**config.mk**
```make
export PLATFORM = sky130hd
export DESIGN_NAME = rstc_top
export DESIGN_NICKNAME = d
export VERILOG_FILES = /design/src/rstc_pkg.sv /design/src/rstc_top.sv
export SDC_FILE = /design/constraint.sdc
export NUM_CORES = 1
export LEC_CHECK = 0
export ABC_AREA = 1
export BUFFER_PORTS_ARGS = -buffer_cell sky130_fd_sc_hd__buf_2
export CAP_MARGIN = 30
export CORE_UTILIZATION = 62
export DETAILED_ROUTE_END_ITERATION = 8
export HOLD_SLACK_MARGIN = 0.06
export PLACE_DENSITY_LB_ADDON = 0.25
export SYNTH_ARGS = -nofsm -noshare
export SYNTH_HDL_FRONTEND = slang
export SYNTH_SLANG_ARGS = --single-unit
```
**constraint.sdc**
```tcl
create_clock -name clock_i -period 2.4 [get_ports clock_i]
set_input_delay 0.24 -clock clock_i [delete_from_list [all_inputs] [get_ports clock_i]]
set_output_delay 0.24 -clock clock_i [all_outputs]
set_load 0.02 [all_outputs]
```
**src/rstc_pkg.sv**
```systemverilog
// Constants, types and field layout of the system reset controller
// How it works
// After supply is good, hold reset until the power-on delay counter expires.
// Crystal option selects a longer power-on delay than without it.
// Watchdog time-out resets the system only when configured for reset.
// Outside stop, pin lows shorter than four clocks are ignored.
// In stop, pin lows narrower than 12 ns are discarded, wider ones reset; the code resets only on lows seen at two clock edges in a row.
// Pin reset during stop sets the pin-reset cause flag.
// Debugger control bit 0 resets everything except the on-chip debugger.
// On leaving reset the CPU is told to fetch the reset vector.
// Completed power-on reset leaves the power-on cause flag at 1.
// Debug line low for nine bit times raises a debug reset.
// Stop bit sampled low raises a debug reset.
// Collision on the debug line raises a debug reset; host must not overlap.
// Debug reset in stop resets all logic except the on-chip debugger.
// Debug reset in stop sets the power-on cause flag.
// Cause status is read-only and shows the latest reset or time-out source.
// Reading cause status clears its upper four bits, lower bits unchanged.
// Pin filter counts consecutive lows, saturates, clears on any high sample.
// Cause status address is shared; writes go to watchdog unlock logic.
package rstc_pkg;
    // ----------------------------------------------------------------
    // Register map, 8-bit data
    // ----------------------------------------------------------------
    localparam logic [7:0] ADDR_CAUSE = 8'h00;
    localparam logic [7:0] ADDR_DBGCTL = 8'h01;
    localparam logic [7:0] ADDR_IRQ_STAT = 8'h02;
    localparam logic [7:0] ADDR_IRQ_MASK = 8'h03;
    // Cause status fields
    localparam int CAUSE_POR = 7;
    localparam int CAUSE_STOP = 6;
    localparam int CAUSE_WDT = 5;
    localparam int CAUSE_PIN = 4;
    localparam int CAUSE_DBGCTL = 3;
    localparam int CAUSE_DBGLINE = 2;
    localparam int DBGCTL_RESET = 0;
    // Interrupt status and mask fields
    localparam int IRQ_BREAK = 0;
    localparam int IRQ_FRAME = 1;
    localparam int IRQ_COLL = 2;
    localparam int IRQ_WDT = 3;
    localparam logic [3:0] IRQ_W1C_MASK = 4'hf;
    // Reset values
    localparam logic [7:0] CAUSE_RST = 8'h00;
    localparam logic [7:0] POR_DONE_CAUSE = 8'h80;
    localparam logic [3:0] IRQ_RST = 4'h0;
    localparam logic [2:0] SYNC_RST = 3'b110;
    // ----------------------------------------------------------------
    // Timing
    // ----------------------------------------------------------------
    localparam int CLK_PERIOD_PS = 25000;
    localparam logic [2:0] PIN_FILT_CYC = 3'h4;
    localparam int STOP_FILT_NS = 12;
    localparam int STOP_FILT_CALC = (STOP_FILT_NS * 1000 + CLK_PERIOD_PS - 1) / CLK_PERIOD_PS;
    localparam logic [2:0] STOP_FILT_CYC = (STOP_FILT_CALC < 1) ? 3'h1 : 3'(STOP_FILT_CALC);
    localparam int BREAK_BITS = 9;
    localparam logic [3:0] STOP_IDX = 4'h9;
    // ----------------------------------------------------------------
    // Sequencer states
    // ----------------------------------------------------------------
    typedef enum logic [1:0] {
        RSTC_POR = 2'b00,
        RSTC_HOLD = 2'b01,
        RSTC_RUN = 2'b10
    } rstc_state_t;
endpackage

```
**src/rstc_top.sv**
```systemverilog
// System reset controller: sources, filters, debug-line checks, cause status
`timescale 1ns/1ps
module rstc_top import rstc_pkg::*; #(
    parameter int POR_SHORT_CYC = 64,
    parameter int POR_LONG_CYC = 1024,
    parameter int HOLD_CYC = 16,
    parameter int BIT_CYC = 16
) (
    input wire logic clock_i,
    input wire logic arst_n_i,
    input wire logic power_good_i,
    input wire logic xtal_en_i,
    input wire logic stop_mode_i,
    input wire logic pin_reset_n_i,
    input wire logic debug_line_i,
    input wire logic dbg_tx_en_i,
    input wire logic dbg_tx_bit_i,
    input wire logic wdt_timeout_i,
    input wire logic wdt_reset_mode_i,
    input wire logic [7:0] addr_i,
    input wire logic [7:0] wdata_i,
    input wire logic we_i,
    input wire logic re_i,
    output logic [7:0] rdata_o,
    output logic sys_rst_n_o,
    output logic ocd_rst_n_o,
    output logic fetch_vector_o,
    output logic debug_reset_o,
    output logic wdt_ctl_wr_o,
    output logic [7:0] wdt_ctl_data_o,
    output logic irq_o
);
    localparam int CW = $clog2(POR_LONG_CYC + 1);
    localparam int BREAK_CYC = BREAK_BITS * BIT_CYC;
    localparam int LW = $clog2(BREAK_CYC + 1);
    localparam int TW = $clog2(BIT_CYC);

    if (POR_SHORT_CYC < 1 || POR_LONG_CYC <= POR_SHORT_CYC || HOLD_CYC < 1
        || HOLD_CYC > POR_LONG_CYC || BIT_CYC < 4) begin : g_check
        $error("rstc_top: unsupported parameter values");
    end

    // ----------------------------------------------------------------
    // Pin synchronisers
    // ----------------------------------------------------------------
    logic [2:0] sync_q [3];
    logic [2:0] lvl_q;
    logic [2:0] raw;
    logic pwr_ok;
    logic pin_hi;
    logic line;

    assign raw = {debug_line_i, pin_reset_n_i, power_good_i};
    assign pwr_ok = lvl_q[0];
    assign pin_hi = lvl_q[1];
    assign line = lvl_q[2];

    // A change is taken only when stages two and three agree
    always_ff @(posedge clock_i or negedge arst_n_i) begin
        if (!arst_n_i) begin
            for (int i = 0; i < 3; i++) begin
                sync_q[i] <= {3{SYNC_RST[i]}};
            end
            lvl_q <= SYNC_RST;
        end else begin
            for (int i = 0; i < 3; i++) begin
                sync_q[i] <= {sync_q[i][1:0], raw[i]};
                if (sync_q[i][1] == sync_q[i][2]) begin
                    lvl_q[i] <= sync_q[i][2];
                end
            end
        end
    end

    // ----------------------------------------------------------------
    // Reset pin filter
    // ----------------------------------------------------------------
    logic [2:0] pin_cnt_q;
    logic [2:0] pin_thr;
    logic pin_rst;

    // Stop filter needs a running clock; pulses seen at fewer than two clock edges die in the synchroniser
    assign pin_thr = stop_mode_i ? STOP_FILT_CYC : PIN_FILT_CYC;
    assign pin_rst = (pin_cnt_q >= pin_thr);

    always_ff @(posedge clock_i or negedge arst_n_i) begin
        if (!arst_n_i) begin
            pin_cnt_q <= 3'h0;
        end else if (pin_hi) begin
            pin_cnt_q <= 3'h0;
        end else if (pin_cnt_q < PIN_FILT_CYC) begin
            pin_cnt_q <= pin_cnt_q + 3'h1;
        end
    end

    // ----------------------------------------------------------------
    // Debug line checks
    // ----------------------------------------------------------------
    logic [LW-1:0] low_cnt_q;
    logic line_d_q;
    logic rx_busy_q;
    logic [TW-1:0] rx_tmr_q;
    logic [3:0] rx_idx_q;
    logic [2:0] tx_dly_q;
    logic break_evt;
    logic frame_evt;
    logic coll_evt;
    logic dbg_err;

    assign break_evt = !line && (low_cnt_q == LW'(BREAK_CYC - 1));
    assign frame_evt = rx_busy_q && (rx_tmr_q == '0) && (rx_idx_q == STOP_IDX) && !line;
    // Device end released the line high yet it reads low
    assign coll_evt = tx_dly_q[2] && tx_dly_q[1] && !line;
    assign dbg_err = break_evt || frame_evt || coll_evt;

    always_ff @(posedge clock_i or negedge arst_n_i) begin
        if (!arst_n_i) begin
            low_cnt_q <= '0;
        end else if (line) begin
            low_cnt_q <= '0;
        end else if (low_cnt_q < LW'(BREAK_CYC)) begin
            low_cnt_q <= low_cnt_q + LW'(1);
        end
    end

    // Delay matches the transmit bit to the synchroniser latency
    always_ff @(posedge clock_i or negedge arst_n_i) begin
        if (!arst_n_i) begin
            tx_dly_q <= 3'h0;
        end else begin
            tx_dly_q <= {tx_dly_q[1:0], dbg_tx_en_i && dbg_tx_bit_i};
        end
    end

    always_ff @(posedge clock_i or negedge arst_n_i) begin
        if (!arst_n_i) begin
            line_d_q <= 1'b1;
            rx_busy_q <= 1'b0;
            rx_tmr_q <= '0;
            rx_idx_q <= 4'h0;
        end else begin
            line_d_q <= line;
            if (!rx_busy_q) begin
                if (line_d_q && !line) begin
                    rx_busy_q <= 1'b1;
                    rx_tmr_q <= TW'(BIT_CYC / 2 - 1);
                    rx_idx_q <= 4'h0;
                end
            end else if (rx_tmr_q != '0) begin
                rx_tmr_q <= rx_tmr_q - TW'(1);
            end else begin
                rx_tmr_q <= TW'(BIT_CYC - 1);
                if (rx_idx_q == STOP_IDX || (rx_idx_q == 4'h0 && line)) begin
                    rx_busy_q <= 1'b0;
                end else begin
                    rx_idx_q <= rx_idx_q + 4'h1;
                end
            end
        end
    end

    always_ff @(posedge clock_i or negedge arst_n_i) begin
        if (!arst_n_i) begin
            debug_reset_o <= 1'b0;
        end else begin
            debug_reset_o <= dbg_err;
        end
    end

    // ----------------------------------------------------------------
    // Reset sequencer
    // ----------------------------------------------------------------
    rstc_state_t state_q;
    logic [CW-1:0] rst_cnt_q;
    logic [CW-1:0] por_tgt;
    logic dbgc_q;
    logic wdt_rst;
    logic dbg_stop_rst;
    logic sys_req;
    logic por_done;

    assign por_tgt = xtal_en_i ? CW'(POR_LONG_CYC) : CW'(POR_SHORT_CYC);
    assign wdt_rst = wdt_timeout_i && wdt_reset_mode_i && !stop_mode_i;
    assign dbg_stop_rst = dbg_err && stop_mode_i;
    assign sys_req = wdt_rst || pin_rst || dbgc_q || dbg_stop_rst;
    assign por_done = (state_q == RSTC_POR) && pwr_ok && (rst_cnt_q == por_tgt - CW'(1));

    always_ff @(posedge clock_i or negedge arst_n_i) begin
        if (!arst_n_i) begin
            state_q <= RSTC_POR;
            rst_cnt_q <= '0;
            fetch_vector_o <= 1'b0;
        end else begin
            fetch_vector_o <= 1'b0;
            if (!pwr_ok) begin
                state_q <= RSTC_POR;
                rst_cnt_q <= '0;
            end else begin
                unique case (state_q)
                    RSTC_POR: begin
                        if (por_done) begin
                            state_q <= RSTC_RUN;
                            rst_cnt_q <= '0;
                            fetch_vector_o <= 1'b1;
                        end else begin
                            rst_cnt_q <= rst_cnt_q + CW'(1);
                        end
                    end
                    RSTC_HOLD: begin
                        if (sys_req) begin
                            rst_cnt_q <= '0;
                        end else if (rst_cnt_q == CW'(HOLD_CYC - 1)) begin
                            state_q <= RSTC_RUN;
                            rst_cnt_q <= '0;
                            fetch_vector_o <= 1'b1;
                        end else begin
                            rst_cnt_q <= rst_cnt_q + CW'(1);
                        end
                    end
                    RSTC_RUN: begin
                        if (sys_req) begin
                            state_q <= RSTC_HOLD;
                            rst_cnt_q <= '0;
                        end
                    end
                    default: begin
                        state_q <= RSTC_POR;
                        rst_cnt_q <= '0;
                    end
                endcase
            end
        end
    end

    assign sys_rst_n_o = (state_q == RSTC_RUN);
    // Debugger survives every reset except power-on
    assign ocd_rst_n_o = (state_q != RSTC_POR);

    // ----------------------------------------------------------------
    // Registers
    // ----------------------------------------------------------------
    logic [7:0] cause_q;
    logic [7:0] cause_d;
    logic [3:0] irq_q;
    logic [3:0] mask_q;
    logic [3:0] irq_set;
    logic rd_cause;

    assign rd_cause = re_i && (addr_i == ADDR_CAUSE);
    assign irq_set = {wdt_timeout_i && !wdt_reset_mode_i, coll_evt, frame_evt, break_evt};

    // New causes win over the read clear in the same cycle
    always_comb begin
        cause_d = cause_q;
        if (rd_cause) begin
            cause_d[7:4] = 4'h0;
        end
        if (por_done) begin
            cause_d = POR_DONE_CAUSE;
        end else if (state_q == RSTC_RUN && sys_req) begin
            cause_d = 8'h00;
            cause_d[CAUSE_POR] = dbg_stop_rst;
            cause_d[CAUSE_STOP] = stop_mode_i;
            cause_d[CAUSE_WDT] = wdt_rst;
            cause_d[CAUSE_PIN] = pin_rst;
            cause_d[CAUSE_DBGCTL] = dbgc_q;
            cause_d[CAUSE_DBGLINE] = dbg_stop_rst;
        end else if (irq_set[IRQ_WDT]) begin
            cause_d[CAUSE_WDT] = 1'b1;
        end
    end

    always_ff @(posedge clock_i or negedge arst_n_i) begin
        if (!arst_n_i) begin
            cause_q <= CAUSE_RST;
        end else begin
            cause_q <= cause_d;
        end
    end

    always_ff @(posedge clock_i or negedge arst_n_i) begin
        if (!arst_n_i) begin
            dbgc_q <= 1'b0;
        end else if (state_q == RSTC_HOLD) begin
            dbgc_q <= 1'b0;
        end else if (we_i && addr_i == ADDR_DBGCTL) begin
            dbgc_q <= wdata_i[DBGCTL_RESET];
        end
    end

    always_ff @(posedge clock_i or negedge arst_n_i) begin
        if (!arst_n_i) begin
            irq_q <= IRQ_RST;
            mask_q <= IRQ_RST;
        end else begin
            if (we_i && addr_i == ADDR_IRQ_STAT) begin
                irq_q <= (irq_q & ~(wdata_i[3:0] & IRQ_W1C_MASK)) | irq_set;
            end else begin
                irq_q <= irq_q | irq_set;
            end
            if (we_i && addr_i == ADDR_IRQ_MASK) begin
                mask_q <= wdata_i[3:0];
            end
        end
    end

    assign irq_o = |(irq_q & mask_q);

    // Cause status is read-only; writes to its address feed watchdog unlock
    always_ff @(posedge clock_i or negedge arst_n_i) begin
        if (!arst_n_i) begin
            wdt_ctl_wr_o <= 1'b0;
            wdt_ctl_data_o <= 8'h00;
        end else begin
            wdt_ctl_wr_o <= we_i && (addr_i == ADDR_CAUSE);
            if (we_i && addr_i == ADDR_CAUSE) begin
                wdt_ctl_data_o <= wdata_i;
            end
        end
    end

    always_ff @(posedge clock_i or negedge arst_n_i) begin
        if (!arst_n_i) begin
            rdata_o <= 8'h00;
        end else if (re_i) begin
            unique case (addr_i)
                ADDR_CAUSE: rdata_o <= cause_q;
                ADDR_DBGCTL: rdata_o <= {7'h00, dbgc_q};
                ADDR_IRQ_STAT: rdata_o <= {4'h0, irq_q};
                ADDR_IRQ_MASK: rdata_o <= {4'h0, mask_q};
                default: rdata_o <= 8'h00;
            endcase
        end else begin
            rdata_o <= 8'h00;
        end
    end
endmodule

```
After elaboration in Yosys (flattened, before gate mapping)
Index checks and enable logic that the tools add are counted.
W data, S select, Z words.
{"block": "word_totals", "romBits": 0, "ram_bits": 0, "mem_count": 0, "wordCells": 149, "inputBits": 29, "ff_bits": 85, "latch_bits": 0}
{"block": "classes", "bitwise": 5, "n_div": 0, "addsub": 6, "n_mux": 45, "n_eq_ne": 18, "n_reduce_logical": 46, "n_lt_le_gt_ge": 3, "multipliers": 0, "n_shift": 0}
{"operator": "$mux W11", "count": 6}
{"operator": "$mux W4", "count": 9}
{"operator": "$pmux W11 S3", "count": 1}
{"operator": "$mux W8", "count": 4}
{"operator": "$pmux W8 S4", "count": 1}
{"operator": "$logic_and A1 B1 Y1", "count": 21}
{"operator": "$eq A8 B2 Y1 const B", "count": 2}
{"operator": "$mux W1", "count": 12}
{"operator": "$mux W2", "count": 6}
{"operator": "$reduce_bool A2 Y1", "count": 6}
{"operator": "$add A11 B1 Y11 const B", "count": 1}
{"operator": "$eq A11 B11 Y1", "count": 1}
{"operator": "$eq A11 B4 Y1 const B", "count": 1}
{"operator": "$sub A11 B1 Y11 const B", "count": 1}
{"operator": "$mux W3", "count": 3}
{"operator": "$ne A3 B3 Y1 const B", "count": 3}
{"operator": "$add A8 B1 Y8 const B", "count": 1}
{"operator": "$and A4 B4 Y4", "count": 2}
{"operator": "$eq A8 B1 Y1 const B", "count": 1}
{"operator": "$eq A8 B8 Y1 const B", "count": 1}
{"operator": "$logic_not A4 Y1", "count": 2}
{"operator": "$logic_not A8 Y1", "count": 1}
{"operator": "$lt A8 B8 Y1 const B", "count": 1}
{"operator": "$or A4 B4 Y4", "count": 2}
{"operator": "other kinds (23)", "count": 34}

Depth between registers and ports, before layout
{"block": "depth", "depth_word": 11, "ltp_mapped": 12, "ltp_nobuf": 12}

Worst setup path after synthesis
No wires, ideal clock.
{"block": "synth_path", "path_kind": "reg2reg", "from": "reg pin_cnt_q[0]", "to": "reg rst_cnt_q[2]", "t_required_ps": 2335, "setup_ps": 65, "path_slack_ps": 801, "synth_period_minus_slack_ps": 1599, "stages_incl_launch_ff": 11, "path_buffers": 0, "t_arrival_ps": 1535, "cell_sequence": "dfrtp_1 > inv_1 > ha_1 > nor2_1 > nand2_1 > a21o_1 > nor2_8 > nand2_4 > o21ai_4 > nand2_1 > nand2_1"}
{"block": "synth_via", "elab_chain_len": 7}
{"item": "start, declared", "line_no": "rstc_top.sv:78", "text": "logic [2:0] pin_cnt_q;"}
{"item": "start signal, assigned", "line_no": "rstc_top.sv:92", "text": "pin_cnt_q <= pin_cnt_q + 3'h1;"}
{"item": "$ge A3 B3 Y1 *", "line_no": "rstc_top.sv:84", "text": "assign pin_rst = (pin_cnt_q >= pin_thr);"}
{"item": "$logic_or A1 B1 Y1 * (3 in series)", "line_no": "rstc_top.sv:185", "text": "assign sys_req = wdt_rst || pin_rst || dbgc_q || dbg_stop_rst;"}
{"item": "$mux W11", "line_no": "rstc_top.sv:210", "text": "if (sys_req) begin"}
{"item": "$pmux W11 S3", "line_no": "rstc_top.sv:199", "text": "unique case (state_q)"}
{"item": "$mux W11", "line_no": "rstc_top.sv:195", "text": "if (!pwr_ok) begin"}
{"item": "end signal, assigned", "line_no": "rstc_top.sv:206", "text": "rst_cnt_q <= rst_cnt_q + CW'(1);"}
{"item": "end signal, assigned", "line_no": "rstc_top.sv:217", "text": "rst_cnt_q <= rst_cnt_q + CW'(1);"}
{"item": "end, declared", "line_no": "rstc_top.sv:174", "text": "logic [CW-1:0] rst_cnt_q;"}
Every way passes the cells marked *; elsewhere a longest branch is shown, timed or not.
A chain may end at the register's enable or synchronous reset.

Worst setup path after layout
{"block": "layout_path", "from": "reg pin_cnt_q[0]", "to": "reg rst_cnt_q[5]"}
Same word-level chain as after synthesis.

==> results by group <==
Status
  • Status: finished clean

Clock tree
  • Clock latency on the worst-skew pair: 0.36 ns
  • PostCTS Resize Cnt: 0
  • Clk sink count: 83
  • H-Tree Depth: 3
  • Clk pin slew, worst setup/hold paths: 0.09 ns
  • Clock Path Buffers: 2
  • CTS tree: built
  • Num CTS Buffers: 9
  • Post-CTS Setup Bufs: 0
  • CTS Root Cell: clkbuf_8

Setup path
  • CP Data Required Time: 2.69 ns
  • Critical Path End Type: register
  • R2R Path Start: pin_cnt_q[0]
  • R2R Setup Slk: 0.56 ns
  • Critical Path AT: 2.13 ns
  • Crit-path max FO: 7
  • Reg2reg path depth: 10
  • Crit start category: register
  • RR Endpoint: rst_cnt_q[5]
  • WS Path Type: register to register

Cells and area
  • Post-layout util: 0.750
  • Syn-to-layout area delta: 13.9%
  • Most frequent cells in the layout: nand2_1 (132), dfrtp_1 (74), inv_1 (58)
  • Non-Filler Instances: 613
  • Antenna diode count: 0
  • Fill count: 447
  • Most common cell after layout, fill and taps aside: nand2_1
  • Share of layout cells above drive strength 1: 0.186
  • Fin nets: 572

Detailed routing
  • Post-DR vias/cell: 5.37
  • WL/cell: 12.8 um
  • Antenna viol nets, final: 0
  • Routed wire length: 7.85 mm
  • DRC: 0
  • Detailed Route Iter0 Violations: 165
  • Pre-antenna DRT Iters: 4
  • Routed vias: 3294

Place
  • Placer Congestion: 0.950
  • Dpl ws: 0.610 ns
  • Placed cells: 593
  • IO buf count: 50
  • Post-DP HPWL: 5.66 mm

Worst hold path
  • Beginning of the worst hold path: wdata_i[6]
  • Hold EP: wdt_ctl_data_o[6]
  • Hold WC Path Type: input port to register
  • Hold depth: 3

Job
  • Max-Cap Viols: 0

Timing
  • Worst Tran Pin Value: 0.517 ns
  • Max Slew Vio Count: 0
  • RSZ-0062 raised after global routing: no
  • Slew Limit Headroom: 0.656
  • Final WS setup: 0.561 ns
  • Setup TNS: 0 ns
  • Final Hold Viols: 0
  • Max Fclk: 544 MHz
  • Period minus WS final: 1.84 ns
  • Final Setup Violations: 0
  • Clock skew: 0.0125 ns
  • Final Cycle Share: 0.766

Power and ir drop
  • Peak supply drop: 0.000526 V
  • Leak Pwr: 0.00239 uW
  • Cell Pwr Density: 817 nW/um^2

Synth
  • Count of cell types in the netlist: 41
  • Mapped Area: 4020 sq um
  • YS warnings: 0
  • Avg Inst Size Synth: 8.52 sq um
  • Yosys reg bits: 83
  • Syn nets: 510
  • Synth Instances: 471
  • Seq/Total Area, Yosys: 0.520

Die
  • Site Rows: 28
  • Die width: 82.5 um
  • Ports: 51
  • Die Y: 82.5 um
  • Die area: 6800 sq um
  • Core area: 6100 sq um
  • Initial Util: 0.659

Global routing
  • Antenna violations before repair: 0
  • First-pass GRT wire length: 13.0 mm
  • Total grt overflow: 0
  • Largest net degree at the start of global routing: 45
  • Vias in the first global route: 3072
  • GRT Resource Usage Total: 0.256
logic make-up (layout without fill, tap and decap cells):
logic type / Yosys count / count (layout) / synth area share
buf+inv: 66 / 133 / 0.0661
fa+ha+maj: 13 / 13 / 0.0386
flops: 83 / 83 / 0.520
simple gates: 243 / 243 / 0.278
compound gates: 64 / 64 / 0.0929
xor+xnor: 2 / 2 / 0.00436
critical path, cell delays in order (launching register included):
cell     delay [ns]
dfrtp_1        0.38
inv_1          0.07
ha_1           0.27
nor2_1         0.10
nand2_1        0.05
a21o_1         0.22
nor2_8         0.17
nand2_4        0.10
o21ai_4        0.25
nand2_1        0.10
nand2_1        0.07
per-layer routing:
metal  vias up  part of all wire  GRT usage
met4         0             0.026      0.123
met5         -                 0          0
li1       1655                 -          -
met2       103              0.47      0.434
met3        20             0.050     0.0626
met1      1516              0.45      0.303
cells in the mapped netlist:
library cell | number | area (sq um)
buf_2 | 2 | 10.0
dfrtp_1 | 74 | 1850
a211oi_1 | 1 | 7.51
inv_1 | 58 | 218
buf_6 | 2 | 22.5
nand3_1 | 28 | 140
a31oi_1 | 2 | 12.5
o32ai_1 | 1 | 8.76
a21boi_0 | 2 | 15.0
dfstp_2 | 9 | 236
nand2_4 | 3 | 33.8
nor4_1 | 1 | 6.26
nand4_1 | 12 | 75.1
a31o_2 | 1 | 8.76
xnor2_1 | 1 | 8.76
nor2_1 | 43 | 161
nor2_4 | 3 | 33.8
a21oi_1 | 19 | 95.1
ha_1 | 10 | 125
nand2_2 | 4 | 25.0
o21ai_1 | 5 | 25.0
nor2_2 | 3 | 18.8
o22ai_1 | 1 | 6.26
nand3_2 | 2 | 20.0
maj3_1 | 3 | 30.0
nor2_8 | 1 | 20.0
nor3_1 | 7 | 35.0
inv_2 | 4 | 15.0
nand3b_1 | 1 | 7.51
o21ai_4 | 1 | 16.3
o21bai_1 | 1 | 7.51
nand3_4 | 2 | 35.0
xor2_1 | 1 | 8.76
or3b_1 | 1 | 8.76
a22oi_1 | 1 | 7.51
o31ai_1 | 2 | 15.0
a21o_1 | 1 | 7.51
o211ai_1 | 3 | 22.5
nand2_1 | 132 | 495
o21a_1 | 1 | 7.51
o21ai_0 | 22 | 110
through the flow:
step / area [sq um] / total power (uW) / hold slack (ns)
CTS: 4570 / 3760 / 0.0669
floorplan: 4020 / 2540 / -0.0556
global placement: 4350 / 2760 / 0.242
global route: 4570 / 4000 / 0.0665
detailed placement: 4350 / 2810 / 0.242
finish: 4570 / 3740 / 0.0763
registers in the layout, indices dropped and copies added (netlist names):
| signal | flops |
|---|---|
| tx_dly_q | 3 |
| wdt_ctl_wr_o | 1 |
| lvl_q | 3 |
| irq_q | 4 |
| sync_q | 9 |
| line_d_q | 1 |
| rx_busy_q | 1 |
| fetch_vector_o | 1 |
| debug_reset_o | 1 |
| rst_cnt_q | 11 |
| mask_q | 4 |
| low_cnt_q | 8 |
| rx_idx_q | 4 |
| cause_q | 6 |
| pin_cnt_q | 3 |
| state_q | 2 |
| dbgc_q | 1 |
| wdt_ctl_data_o | 8 |
| rdata_o | 8 |
| rx_tmr_q | 4 |
worst max path at each step:
stage	from	end	cells past startpoint
finish	pin_cnt_q[0]	rst_cnt_q[5]	10
global route	rst_cnt_q[0]	rst_cnt_q[4]	8
CTS	pin_cnt_q[0]	rst_cnt_q[5]	10
detailed placement	stop_mode_i	rst_cnt_q[5]	10
global placement	stop_mode_i	rst_cnt_q[3]	10
floorplan	pin_cnt_q[0]	rst_cnt_q[2]	10
cell type report:
| type | count | area, sq um | share of cell area |
|---|---|---|---|
| sequential | 83 | 2090 | 0.457 |
| timing repair buffer | 55 | 313 | 0.0684 |
| inverter | 62 | 233 | 0.0509 |
| multi-input combinational | 322 | 1660 | 0.363 |
| clock inverter | 6 | 47.5 | 0.0104 |
| tap | 75 | 93.8 | 0.0205 |
| clock buffer | 10 | 138 | 0.0301 |
where the power goes:
group / internal, uW / switching [uW] / leakage [uW] / total [uW]
clock network: 417 / 518 / 0.0000989 / 935
logic: 379 / 658 / 0.00123 / 1040
registers: 1600 / 165 / 0.00106 / 1760
repair_timing:
item                                    in CTS  in global routing
hold buffers                                 4                  0
endpoints found under the setup margin       0                  0
endpoints found under the hold margin       42                  0
Power figures use the tool's default switching activity.
